==> config.mk <==
export PLATFORM = sky130hd
export DESIGN_NAME = vram_host
export DESIGN_NICKNAME = d
export VERILOG_FILES = /design/src/hw/vram_pkg.sv /design/src/hw/serial_if.sv /design/src/hw/serial_engine.sv /design/src/hw/vram_host.sv
export VERILOG_INCLUDE_DIRS = /design/src /design/src/hw
export SDC_FILE = /design/constraint.sdc
export NUM_CORES = 1
export LEC_CHECK = 0
export ABC_AREA = 1
export ABC_CLOCK_PERIOD_IN_PS = 2660
export BUFFER_PORTS_ARGS = -buffer_cell sky130_fd_sc_hd__clkbuf_2
export CORE_UTILIZATION = 47
export CTS_CLUSTER_DIAMETER = 100
export DETAILED_ROUTE_END_ITERATION = 10
export PLACE_DENSITY = 0.71
export SLEW_MARGIN = 20
export SYNTH_ARGS = -nofsm -noshare
export SYNTH_HDL_FRONTEND = slang
export SYNTH_SLANG_ARGS = --single-unit
==> constraint.sdc <==
create_clock -name clk_in -period 2.66 [get_ports clk_in]
set_clock_uncertainty 0.05 [all_clocks]
set_input_delay 0.133 -clock clk_in [delete_from_list [all_inputs] [get_ports clk_in]]
set_output_delay 0.133 -clock clk_in [all_outputs]
set_load 0.005 [all_outputs]
==> src/hw/vram_host_map.svh <==
// register map, timing counts and field positions of the video RAM host controller
// Function
// (RULE1) device: random array plus 512-word serial buffer
// (RULE2) device: block writes four, flash writes row
// (RULE3) device: split transfer loads the idle half
// (RULE4) host refreshes all 512 rows within 8 ms
// (RULE5) cycle type chosen by strobe levels latched
// (RULE6) transfer pin low at row edge: transfer
// (RULE7) device: write enable picks transfer direction
// (RULE8) host: flag high at row edge selects specials
// (RULE9) host: flag high at column edge: block write
// (RULE10) device latches row then column address
// (RULE11) device: row picks line, column start position
// (RULE12) device: write enable low samples bit mask
// (RULE13) device: write enable high means unmasked writes
// (RULE14) device: ignores write enable in plain reads
// (RULE15) device: block write samples column mask
// (RULE16) device: column strobe latches flag, gates pins
// (RULE17) device drives read data under output enable
// (RULE18) device: row strobe active low, high standby
// (RULE19) device: serial data on serial clock rise
// (RULE20) device: serial enable high masks, pointer advances
// (RULE21) device: last transfer sets serial pin direction
// (RULE22) device: half flag shows serial address top
// (RULE23) device: read transfer copies on output-enable rise
// (RULE24) host: read or pseudo transfer before serial access
// (RULE25) device holds write mask whole row cycle
// (RULE26) device: serial pointer increments and wraps
`ifndef VRAM_HOST_MAP_SVH
`define VRAM_HOST_MAP_SVH

// ***************************************************
// register offsets
// ***************************************************
`define REG_CMD      8'h00
`define REG_ROW      8'h04
`define REG_COL      8'h08
`define REG_WDATA    8'h0C
`define REG_MASK     8'h10
`define REG_RDATA    8'h14
`define REG_SERIAL   8'h18
`define REG_CTRL     8'h1C

// ***************************************************
// field positions
// ***************************************************
`define CTRL_SER_MASK 0
`define CTRL_AUTO_REF 1
`define STAT_BUSY     0
`define STAT_SER_BUSY 1
`define STAT_STARTED  2
`define STAT_HOST_DRV 3
`define STAT_HALF     4

// ***************************************************
// timing
// ***************************************************
`define CLK_PERIOD_NS    100
`define REF_WINDOW_NS    8000000
`define REF_ROWS         512
`define REF_INTERVAL_CYC (`REF_WINDOW_NS / `REF_ROWS / `CLK_PERIOD_NS)
`define SC_PULSE_NS      10
`define SC_HALF_CYC      ((`SC_PULSE_NS + `CLK_PERIOD_NS - 1) / `CLK_PERIOD_NS)
`define CAS_HOLD_CYC     2'h3
`define SER_WAIT_CYC     3'h1

`endif

==> src/hw/vram_pkg.sv <==
// types shared by the video RAM host controller modules
package vram_pkg;
  typedef enum logic [3:0] {
    OP_READ, OP_WRITE, OP_MASK_WRITE, OP_BLOCK, OP_MASK_BLOCK, OP_FLASH,
    OP_COLOR_WR, OP_COLOR_RD, OP_RD_XFER, OP_SPLIT_RD, OP_WR_XFER,
    OP_SPLIT_WR, OP_PSEUDO, OP_REFRESH
  } op_t;
  typedef enum {ST_IDLE, ST_SETUP, ST_RAS, ST_COL, ST_CAS, ST_DTUP, ST_PRE} arr_state_t;
  typedef enum {S_IDLE, S_LOW, S_HIGH, S_WAIT} ser_state_t;
endpackage

==> src/hw/serial_if.sv <==
// signals between the array sequencer and the serial clock engine
interface serial_if;
  logic       start;
  logic       write;
  logic [3:0] wdata;
  logic       host_drives;
  logic       busy;
  logic [3:0] rdata;
  modport ctrl (output start, write, wdata, host_drives, input busy, rdata);
  modport eng  (input start, write, wdata, host_drives, output busy, rdata);
endinterface

==> src/hw/serial_engine.sv <==
// one serial clock pulse per request, with data out or captured data in
`include "vram_host_map.svh"
module serial_engine import vram_pkg::*; (
  // clock and reset
  input  wire logic       clk_in,
  input  wire logic       rstn_in,
  // sequencer side
  serial_if.eng           sif,
  // serial pins
  output logic            serial_clock_out,
  input  wire logic [3:0] serial_data_pins_in,
  output logic [3:0]      serial_data_pins_out,
  output logic            serial_data_pins_oe_out
);
  ser_state_t state_r;
  logic [2:0] cnt_r;
  logic       write_r;
  logic [3:0] sync1_r;
  logic [3:0] sync2_r;
  logic [3:0] rdata_r;
  logic [3:0] dout_r;
  logic       ck_r;
  logic       oe_r;

  assign sif.busy                = (state_r != S_IDLE);
  assign sif.rdata               = rdata_r;
  assign serial_clock_out        = ck_r;
  assign serial_data_pins_out    = dout_r;
  assign serial_data_pins_oe_out = oe_r;

  always_ff @(posedge clk_in) begin
    sync1_r <= serial_data_pins_in;
    sync2_r <= sync1_r;
  end

  // pin direction follows the last transfer, kept by the sequencer
  always_ff @(posedge clk_in) begin
    if (!rstn_in) begin
      oe_r <= 1'b0;
    end else begin
      oe_r <= sif.host_drives;
    end
  end

  // ***************************************************
  // clock divider sequence
  // ***************************************************
  always_ff @(posedge clk_in) begin
    if (!rstn_in) begin
      state_r <= S_IDLE;
      cnt_r   <= 3'h0;
      write_r <= 1'b0;
      ck_r    <= 1'b0;
      dout_r  <= 4'h0;
      rdata_r <= 4'h0;
    end else begin
      case (state_r)
        S_IDLE: if (sif.start) begin
          state_r <= S_LOW;
          cnt_r   <= 3'(`SC_HALF_CYC - 1);
          write_r <= sif.write;
          if (sif.write) begin
            dout_r <= sif.wdata;
          end
        end
        S_LOW: if (cnt_r == 3'h0) begin
          state_r <= S_HIGH;
          ck_r    <= 1'b1;
          cnt_r   <= 3'(`SC_HALF_CYC - 1);
        end else begin
          cnt_r <= cnt_r - 3'h1;
        end
        S_HIGH: if (cnt_r == 3'h0) begin
          state_r <= S_WAIT;
          ck_r    <= 1'b0;
          cnt_r   <= `SER_WAIT_CYC;
        end else begin
          cnt_r <= cnt_r - 3'h1;
        end
        // wait out the pin synchroniser before taking read data
        S_WAIT: if (cnt_r == 3'h0) begin
          state_r <= S_IDLE;
          if (!write_r) begin
            rdata_r <= sync2_r;
          end
        end else begin
          cnt_r <= cnt_r - 3'h1;
        end
        default: state_r <= S_IDLE;
      endcase
    end
  end
endmodule

==> src/hw/vram_host.sv <==
// host controller driving a dual-port video DRAM through its pins
`include "vram_host_map.svh"
module vram_host import vram_pkg::*; (
  // clock and reset
  input  wire logic        clk_in,
  input  wire logic        rstn_in,
  // register port
  input  wire logic [7:0]  addr_in,
  input  wire logic [31:0] wdata_in,
  input  wire logic        wr_in,
  input  wire logic        rd_in,
  output logic [31:0]      rdata_out,
  // array port pins
  output logic             ras_n_out,
  output logic             cas_n_out,
  output logic             we_n_out,
  output logic             transfer_or_output_enable_n_out,
  output logic             special_function_flag_out,
  output logic [8:0]       addr_out,
  input  wire logic [3:0]  array_data_pins_in,
  output logic [3:0]       array_data_pins_out,
  output logic             array_data_pins_oe_out,
  // serial port pins
  output logic             serial_port_enable_n_out,
  output logic             serial_clock_out,
  input  wire logic [3:0]  serial_data_pins_in,
  output logic [3:0]       serial_data_pins_out,
  output logic             serial_data_pins_oe_out,
  input  wire logic        split_half_flag_in
);
  arr_state_t state_r;
  op_t        op_r;
  logic [1:0] hold_r;
  logic [8:0] row_r, col_r;
  logic [3:0] wdata_r, mask_r, rdata_r, ad_s1_r, ad_s2_r;
  logic       ser_mask_r, auto_ref_r, started_r, host_drv_r;
  logic       half_s1_r, half_s2_r, ref_pend_r;
  logic [7:0] ref_cnt_r;
  logic [31:0] rdata_r2;
  logic       is_xfer, ras_we_low, ras_sff, cas_sff, col_we_low, is_read, uses_col;
  logic       in_ras_ph, in_col_ph, cmd_go, ser_go, ref_start, ref_tick;
  logic       ras_n_nxt, cas_n_nxt, we_n_nxt, dt_n_nxt, sff_nxt, pe_n_nxt, ad_oe_nxt;
  logic [8:0] addr_nxt;
  logic [3:0] ad_nxt;
  serial_if   sif();

  serial_engine u_serial (
    .clk_in                  (clk_in),
    .rstn_in                 (rstn_in),
    .sif                     (sif),
    .serial_clock_out        (serial_clock_out),
    .serial_data_pins_in     (serial_data_pins_in),
    .serial_data_pins_out    (serial_data_pins_out),
    .serial_data_pins_oe_out (serial_data_pins_oe_out)
  );

  // ***************************************************
  // cycle type decode
  // ***************************************************
  always_comb begin
    is_xfer    = op_r inside {OP_RD_XFER, OP_SPLIT_RD, OP_WR_XFER, OP_SPLIT_WR, OP_PSEUDO};
    ras_we_low = op_r inside {OP_MASK_WRITE, OP_MASK_BLOCK, OP_FLASH, OP_WR_XFER,
                              OP_SPLIT_WR, OP_PSEUDO};
    ras_sff    = op_r inside {OP_FLASH, OP_COLOR_WR, OP_COLOR_RD, OP_SPLIT_RD, OP_SPLIT_WR};
    cas_sff    = op_r inside {OP_BLOCK, OP_MASK_BLOCK};
    col_we_low = op_r inside {OP_WRITE, OP_MASK_WRITE, OP_BLOCK, OP_MASK_BLOCK, OP_COLOR_WR};
    is_read    = op_r inside {OP_READ, OP_COLOR_RD};
    uses_col   = !(op_r inside {OP_FLASH, OP_REFRESH});
  end

  assign in_ras_ph = (state_r == ST_SETUP) || (state_r == ST_RAS);
  assign in_col_ph = (state_r == ST_COL) || (state_r == ST_CAS);
  assign ref_start = (state_r == ST_IDLE) && ref_pend_r;
  assign cmd_go    = wr_in && (addr_in == `REG_CMD) && (state_r == ST_IDLE) && !ref_pend_r
                     && (wdata_in[3:0] <= OP_REFRESH);
  assign ser_go    = wr_in && (addr_in == `REG_SERIAL) && !sif.busy && started_r; // RULE24
  assign sif.start       = ser_go;
  assign sif.write       = host_drv_r;
  assign sif.wdata       = wdata_in[3:0];
  assign sif.host_drives = host_drv_r;

  // ***************************************************
  // pin levels per phase
  // ***************************************************
  always_comb begin
    ras_n_nxt = !(state_r inside {ST_RAS, ST_COL, ST_CAS, ST_DTUP});
    if (op_r == OP_REFRESH) begin
      cas_n_nxt = !(state_r inside {ST_SETUP, ST_RAS, ST_CAS}); // RULE5
    end else begin
      cas_n_nxt = !((state_r == ST_CAS) && uses_col);
    end
    if (is_xfer) begin
      dt_n_nxt = !(in_ras_ph || in_col_ph); // RULE6
    end else begin
      dt_n_nxt = !((state_r == ST_CAS) && is_read);
    end
    if (in_ras_ph || (is_xfer && in_col_ph)) begin
      we_n_nxt = !ras_we_low;
    end else begin
      we_n_nxt = !(in_col_ph && col_we_low);
    end
    if (in_ras_ph && op_r != OP_REFRESH) begin
      sff_nxt = ras_sff; // RULE8
    end else begin
      sff_nxt = in_col_ph && cas_sff; // RULE9
    end
    pe_n_nxt = ser_mask_r;
    if (in_ras_ph && op_r == OP_WR_XFER) begin
      pe_n_nxt = 1'b0;
    end else if (in_ras_ph && op_r == OP_PSEUDO) begin
      pe_n_nxt = 1'b1;
    end
    addr_nxt  = in_col_ph ? col_r : row_r;
    ad_nxt    = 4'h0;
    ad_oe_nxt = 1'b0;
    if (in_ras_ph && ras_we_low && !is_xfer) begin
      ad_nxt    = mask_r;
      ad_oe_nxt = 1'b1;
    end else if (in_col_ph && col_we_low) begin
      ad_nxt    = wdata_r;
      ad_oe_nxt = 1'b1;
    end
  end

  always_ff @(posedge clk_in) begin
    if (!rstn_in) begin
      ras_n_out                       <= 1'b1;
      cas_n_out                       <= 1'b1;
      we_n_out                        <= 1'b1;
      transfer_or_output_enable_n_out <= 1'b1;
      special_function_flag_out       <= 1'b0;
      serial_port_enable_n_out        <= 1'b0;
      addr_out                        <= 9'h000;
      array_data_pins_out             <= 4'h0;
      array_data_pins_oe_out          <= 1'b0;
    end else begin
      ras_n_out                       <= ras_n_nxt;
      cas_n_out                       <= cas_n_nxt;
      we_n_out                        <= we_n_nxt;
      transfer_or_output_enable_n_out <= dt_n_nxt;
      special_function_flag_out       <= sff_nxt;
      serial_port_enable_n_out        <= pe_n_nxt;
      addr_out                        <= addr_nxt;
      array_data_pins_out             <= ad_nxt;
      array_data_pins_oe_out          <= ad_oe_nxt;
    end
  end

  // ***************************************************
  // array cycle sequencer
  // ***************************************************
  always_ff @(posedge clk_in) begin
    if (!rstn_in) begin
      state_r <= ST_IDLE;
      op_r    <= OP_READ;
      hold_r  <= 2'h0;
    end else begin
      case (state_r)
        ST_IDLE: if (ref_start) begin
          op_r    <= OP_REFRESH;
          state_r <= ST_SETUP;
        end else if (cmd_go) begin
          op_r    <= op_t'(wdata_in[3:0]);
          state_r <= ST_SETUP;
        end
        ST_SETUP: state_r <= ST_RAS;
        ST_RAS: begin
          state_r <= uses_col ? ST_COL : ST_CAS;
          hold_r  <= `CAS_HOLD_CYC;
        end
        ST_COL: state_r <= ST_CAS;
        ST_CAS: if (hold_r == 2'h0) begin
          state_r <= ST_DTUP;
        end else begin
          hold_r <= hold_r - 2'h1;
        end
        ST_DTUP: state_r <= ST_PRE;
        ST_PRE: state_r <= ST_IDLE;
        default: state_r <= ST_IDLE;
      endcase
    end
  end

  // read data sampled after the synchroniser has settled
  always_ff @(posedge clk_in) begin
    ad_s1_r   <= array_data_pins_in;
    ad_s2_r   <= ad_s1_r;
    half_s1_r <= split_half_flag_in;
    half_s2_r <= half_s1_r;
  end

  always_ff @(posedge clk_in) begin
    if (!rstn_in) begin
      rdata_r <= 4'h0;
    end else if (state_r == ST_CAS && hold_r == 2'h0 && is_read) begin
      rdata_r <= ad_s2_r;
    end
  end

  // serial start position and pin direction track the last transfer
  always_ff @(posedge clk_in) begin
    if (!rstn_in) begin
      started_r  <= 1'b0;
      host_drv_r <= 1'b0;
    end else if (state_r == ST_PRE) begin
      if (op_r == OP_RD_XFER) begin
        started_r  <= 1'b1; // RULE24
        host_drv_r <= 1'b0;
      end else if (op_r == OP_PSEUDO) begin
        started_r  <= 1'b1;
        host_drv_r <= 1'b1;
      end else if (op_r == OP_WR_XFER) begin
        host_drv_r <= 1'b1;
      end
    end
  end

  // ***************************************************
  // refresh timer
  // ***************************************************
  assign ref_tick = (ref_cnt_r == 8'(`REF_INTERVAL_CYC - 1));

  always_ff @(posedge clk_in) begin
    if (!rstn_in) begin
      ref_cnt_r  <= 8'h00;
      ref_pend_r <= 1'b0;
    end else begin
      ref_cnt_r <= ref_tick ? 8'h00 : ref_cnt_r + 8'h01;
      // a new tick wins over the clear of the one being served
      if (ref_tick && auto_ref_r) begin
        ref_pend_r <= 1'b1; // RULE4
      end else if (ref_start) begin
        ref_pend_r <= 1'b0;
      end
    end
  end

  // ***************************************************
  // register port
  // ***************************************************
  always_ff @(posedge clk_in) begin
    if (!rstn_in) begin
      row_r      <= 9'h000;
      col_r      <= 9'h000;
      wdata_r    <= 4'h0;
      mask_r     <= 4'hF;
      ser_mask_r <= 1'b0;
      auto_ref_r <= 1'b1;
    end else if (wr_in) begin
      case (addr_in)
        `REG_ROW:   row_r   <= wdata_in[8:0];
        `REG_COL:   col_r   <= wdata_in[8:0];
        `REG_WDATA: wdata_r <= wdata_in[3:0];
        `REG_MASK:  mask_r  <= wdata_in[3:0];
        `REG_CTRL: begin
          ser_mask_r <= wdata_in[`CTRL_SER_MASK];
          auto_ref_r <= wdata_in[`CTRL_AUTO_REF];
        end
        default: ;
      endcase
    end
  end

  always_ff @(posedge clk_in) begin
    if (!rstn_in) begin
      rdata_r2 <= 32'h0000_0000;
    end else if (rd_in) begin
      case (addr_in)
        `REG_CMD: begin
          rdata_r2                <= 32'h0000_0000;
          rdata_r2[`STAT_BUSY]     <= (state_r != ST_IDLE) || ref_pend_r;
          rdata_r2[`STAT_SER_BUSY] <= sif.busy;
          rdata_r2[`STAT_STARTED]  <= started_r;
          rdata_r2[`STAT_HOST_DRV] <= host_drv_r;
          rdata_r2[`STAT_HALF]     <= half_s2_r;
        end
        `REG_ROW:    rdata_r2 <= {23'h0, row_r};
        `REG_COL:    rdata_r2 <= {23'h0, col_r};
        `REG_WDATA:  rdata_r2 <= {28'h0, wdata_r};
        `REG_MASK:   rdata_r2 <= {28'h0, mask_r};
        `REG_RDATA:  rdata_r2 <= {28'h0, rdata_r};
        `REG_SERIAL: rdata_r2 <= {28'h0, sif.rdata};
        `REG_CTRL:   rdata_r2 <= {30'h0, auto_ref_r, ser_mask_r};
        default:     rdata_r2 <= 32'h0000_0000;
      endcase
    end else begin
      rdata_r2 <= 32'h0000_0000;
    end
  end
  assign rdata_out = rdata_r2;
endmodule

== After elaboration in Yosys (flattened, before gate mapping) ==
Index checks and enable logic that the tools add are counted.
Widths: inputs -> output; s select.
Word-level totals
  register bits: 197
  bits of input ports: 53
  output and inout bits: 58
  logic and storage cells: 207
Operators by class
  add/subtract/negate cells: 3
  order comparisons: 1
  equal/unequal tests: 43
  muxes and demuxes: 40
  bitwise gates (word level): 2
  reduce and logical (&&, ||, !) cells: 81
Operators by type and width (number)
  $mux 32: 7
  $pmux 32 s6: 1
  $eq 32x2->1 const B: 5
  $eq 32x3->1 const B: 4
  $pmux 32 s4: 1
  $logic_not 32->1: 3
  $pmux 9 s8: 1
  $eq 32x1->1 const B: 2
  $eq 32x4->1 const B: 2
  $reduce_bool 32->1: 2
  $eq 8x5->1 const B: 4
  $eq 4x4->1 const B: 6
  $reduce_and 2->1: 12
  $logic_and 1x1->1: 21
  $eq 4x3->1 const B: 4
  $eq 8x4->1 const B: 2
  $mux 1: 16
  $mux 4: 4
  $reduce_bool 2->1: 8
  $mux 3: 5
  $reduce_bool 5->1: 3
  $pmux 3 s4: 1
  $reduce_and 3->1: 4
  $logic_not 1->1: 11
  27 further kinds: 41

== Depth between registers and ports, before layout ==
  word-level depth: 8
  mapped depth: 10
  gate-level depth less buffers: 10

== Hierarchy ==
A second synthesis with hierarchy kept.
Second synthesis, totals
  cells, all modules: 642
  area, all modules: 4849.7 µm²
By module, submodules not included
  vram_host: times used 1, cells each 528, area each 3912.5 µm², sequential area each 1821.7 µm²
  serial_engine: times used 1, cells each 114, area each 937.1 µm², sequential area each 480.5 µm²

== Worst setup path after synthesis ==
OpenSTA, ideal clock, no wires.
  path kind: register to register
  start point: register u_serial.cnt_r[0]
  end point: register u_serial.rdata_r[2] (netlist: u_serial.sif.rdata[2])
  setup time: 0.119 ns
  arrival: 1.268 ns
  data required time: 2.491 ns
  path slack: 1.222 ns
  cell stages (with the launch flop): 10
  buffers on the path: 0
  clock period less this slack: 1.438 ns
  cell sequence: dfxtp_1 -> inv_1 -> ha_1 -> nand2_1 -> inv_1 -> nand2_1 -> nor2_1 -> inv_1 -> o21ai_0 -> a21oi_1
Between the ends
  cells in the longest elaborated chain, start to end: 2
Ends and longest elaborated chain
  start: declaration: line serial_engine.sv:16  | logic [2:0] cnt_r;
  start signal: assignment: line serial_engine.sv:60  | cnt_r <= 3'(`SC_HALF_CYC - 1);
  start signal: assignment: line serial_engine.sv:69  | cnt_r <= 3'(`SC_HALF_CYC - 1);
  start signal: assignment: line serial_engine.sv:71  | cnt_r <= cnt_r - 3'h1;
  $logic_not 3->1: line serial_engine.sv:81  | S_WAIT: if (cnt_r == 3'h0) begin
  $reduce_and 3->1 (no line)
  end signal: assignment: line serial_engine.sv:84  | rdata_r <= sync2_r;
  end: declaration: line serial_engine.sv:20  | logic [3:0] rdata_r;
Every way passes these cells.
A chain may end at the register's enable or synchronous reset.

== Worst setup path after layout ==
  start point: register state_r[0]
  end point: register transfer_or_output_enable_n_out
Between the ends
  cells in the longest elaborated chain, start to end: 5
  elaborated cells between the ends (all ways): 11
  classes of those cells: eq/ne (4); mux (1); reduce/logical (6)
Ends and longest elaborated chain
  start: declaration: line vram_host.sv:31  | arr_state_t state_r;
  start signal: assignment: line vram_host.sv:168  | state_r <= uses_col ? ST_COL : ST_CAS;
  $eq 32x2->1 (tied with other cells): line vram_host.sv:71  | assign in_ras_ph = (state_r == ST_SETUP) || (state_r == ST_RAS);
  $logic_or 1x1->1, on equally long branches: line vram_host.sv:71, vram_host.sv:72
  $logic_or 1x1->1: line vram_host.sv:93  | dt_n_nxt = !(in_ras_ph || in_col_ph);
  $logic_not 1->1: line vram_host.sv:93
  $mux 1 (*): line vram_host.sv:92  | if (is_xfer) begin
  end signal: assignment: line vram_host.sv:140  | transfer_or_output_enable_n_out <= dt_n_nxt;
  end: declaration: line vram_host.sv:17  | output logic transfer_or_output_enable_n_out,
Every way passes the cells marked *; elsewhere a longest branch is shown, timed or not.

==> flow_results.org <==
** Die
- Number of primary I/O pins :: 111
- The floorplan step defined a die boundary enclosing 10800 µm².
- The floorplan has 36 rows.
- Floorplan die height :: 104 µm
- Area of the placeable core :: 9910 µm²
- Once the floorplan was initialized, standard cells occupied 49.3% of the core.
- From left edge to right edge, the die measures 104 µm.

** Detailed routing
- Starting DRC count in detailed routing :: 247
- Detailed-route via count :: 4481
- Mean number of vias per cell :: 5.02
- The detail route stage leaves a number of antenna-violating nets equal to 0.
- For this run, the detailed router's first-pass iteration total came to 5.
- Aggregate routed wire length :: 11.6 mm
- Post-detailed-route DRC marker count :: 0
- Wirelength per Cell :: 13.0 µm

** Cells and area
- From synthesis to final layout, the design area changed by 23.4%.
- Antenna diode count :: 0
- Post-layout nets :: 809
- Design area :: 6030 µm²
- The post-route netlist has 16.3% of its cells at a drive strength greater than 1.
- Top library cells by usage in the layout, fill and taps aside :: sky130_fd_sc_hd__nor2_1, sky130_fd_sc_hd__nand2_1, sky130_fd_sc_hd__dfxtp_1

** Clocking
- At the later pin of the worst-skew pair, clock insertion delay measures 510 ps.
- Worst-path clk slew :: 60 ps
- The cell sitting at the root of the clock tree is a sky130_fd_sc_hd__clkbuf_8.
- The clock passes through at most 2 buffers.
- H-tree depth :: 4
- Clock tree synthesis found a total of 115 sinks.
- TritonCTS clock tree :: built
- Number of buffers created by CTS :: 17
- Once the clock tree was built, the setup fixing pass inserted 0 buffers.

** Yosys
- Number of flip-flops and latches in the synthesized netlist :: 115
- For this run, the number of Yosys warnings is 0.
- The netlist uses 39 different library cells.
- The mapped netlist covers 4890 µm².
- Number of instances in the synthesized netlist :: 654
- Register area share after synthesis :: 47.1%
- A synthesized cell averages 7.47 µm².

** Timing
- Share of the cycle needed by the critical path after routing :: 72.2%
- Slew at the pin closest to its max-slew limit :: 608 ps
- Setup repair after global routing left no endpoint under its margin.
- Setup Total Neg Slack :: 0 ps
- Final count of pins violating max slew :: 0
- After layout, the minimum clock period comes to 1920 ps.
- Endpoints failing hold :: 0
- Relative max-transition margin :: 59.5%
- Maximum frequency from static timing analysis :: 0.520 GHz
- Setup violations remaining at the end of the flow were counted as 0.

** Global route
- Entering global routing, the biggest net connects 67 pins.
- The total overflow left after global routing is 0.
- Number of antenna violations at the first check in global routing :: 0
- Global-route wire length before repair :: 19.4 mm
- Global routing used 22.5% of the available tracks across all layers.
- Via count of the first global-routing pass :: 4190

** Placed design
- Detailed placement ended at an HPWL of 8.04 mm.
- Routability-driven placement finished with a final weighted congestion of 0.867.
- In this run the cell area measured after placement is 5230 µm².
- Count of buffers from port buffering :: 64

** Power and ir drop
- Maximum vdd ir drop :: 0.391 mV
- Static Leak :: 2.71 nW
- Pwr/cell area :: 702 nW/µm²

** Job
- Maximum capacitance violations :: 0

** Setup path
- Of all nets on the critical path, the largest fanout is 14.
- Category of the worst setup path capture point :: flip-flop
- STA classifies the critical path startpoint as a flip-flop.
- The worst setup path is of the reg -> reg kind.
- Data arrival at the endpoint of the critical path :: 2240 ps
- For the worst setup path, the data required time is 2980 ps.

** Hold path
- Type of the most critical hold path :: in -> reg

** Run status
- The run finished with clean final reports.
[flip-flops by register name (all words and copies together) (netlist names), 8 cells and up]
register / flops
addr_out: 9
col_r: 9
rdata_out: 9
ref_cnt_r: 8
row_r: 9
[report_power, final]
group	leakage, nW	internal, W	switching, W	total (W)
clock network	0.282	0.00142	0.000798	0.00222
registers	0.934	0.00176	0.0000155	0.00177
logic	1.50	0.0000851	0.000154	0.000239
[kinds of logic after synthesis]
family | after synthesis | synth area share, %
AOI/OAI and AO/OA | 98 | 10.6
xor gates and xnor gates | 1 | 0.179
adders and majority gates | 9 | 2.30
buffers and inverters | 98 | 9.78
DFF | 115 | 47.1
other | 1 | 0.0767
and+or+nand+nor | 332 | 30.0
[synthesized netlist by cell type (all sizes together)]
cell type	instances	share of area, %
o22ai	3	0.38
xor2	1	0.18
o21a	1	0.15
dfxtp	115	47
conb	1	0.077
nor4	1	0.13
or2	1	0.13
a31oi	1	0.13
inv	60	4.6
clkbuf	5	0.46
o221ai	1	0.18
o21ai	53	5.7
a21oi	37	3.8
nor2	131	11
buf	30	4.4
nor3b	2	0.31
o211ai	2	0.31
clkinv	3	0.33
nor3	9	0.92
nand2b	1	0.13
nand3	54	6.2
nand2	126	10
nand3b	1	0.15
nand4	6	0.77
ha	9	2.3
[per-stage QoR]
step                util [%]  hold WS (ps)  power (W)  setup WS, ps  cells
finish                  60.8          68.6    0.00423           739    893
detailed placement      52.8           187    0.00202           776    839
CTS                     60.8          46.5    0.00426           756    893
global placement        52.8           186    0.00201           807    839
floorplan                  -           111    0.00197          1220    676
global route            60.8          96.3    0.00438           573    893
[worst paths after layout]
path	end	from	slack, ps	cells after the start
worst max-delay path	transfer_or_output_enable_n_out	state_r[0]	740	6
worst min-delay path	rdata_out[5]	addr_in[0]	70	6
worst max register to register	transfer_or_output_enable_n_out	state_r[0]	740	6
worst min register to register	half_s2_r	half_s1_r	270	0
[worst max-delay path, stage by stage, from the launching register on]
cell	delay, ps
sky130_fd_sc_hd__dfxtp_1	350
sky130_fd_sc_hd__nor2_1	160
sky130_fd_sc_hd__nand2_1	130
sky130_fd_sc_hd__nand2_1	400
sky130_fd_sc_hd__clkinv_1	430
sky130_fd_sc_hd__nand3_1	190
sky130_fd_sc_hd__nand3b_1	90
[metal layers]
metal,global-route usage (%),vias up,part of all wire (%)
met5,0,-,0
met4,11.3,0,2.3
met3,4.89,26,6.9
met2,37.4,166,48
met1,27.3,2043,43
li1,-,2246,-
[layout make-up]
type                       count  area [µm²]
clock buffer                  19         422
multi-input combinational    463        2190
timing repair buffer          87         548
clock inverter                13         160
inverter                      63         241
sequential                   115        2300
fill                         893        3880
tap                          133         166
[timing repair]
action                                  4_1_cts  5_1_grt
endpoints found under the setup margin        0        0
resized for setup                             0        0
hold buffers                                 22        0
hold endpoints to repair                     38        0
(Power assumes the default switching activity.)
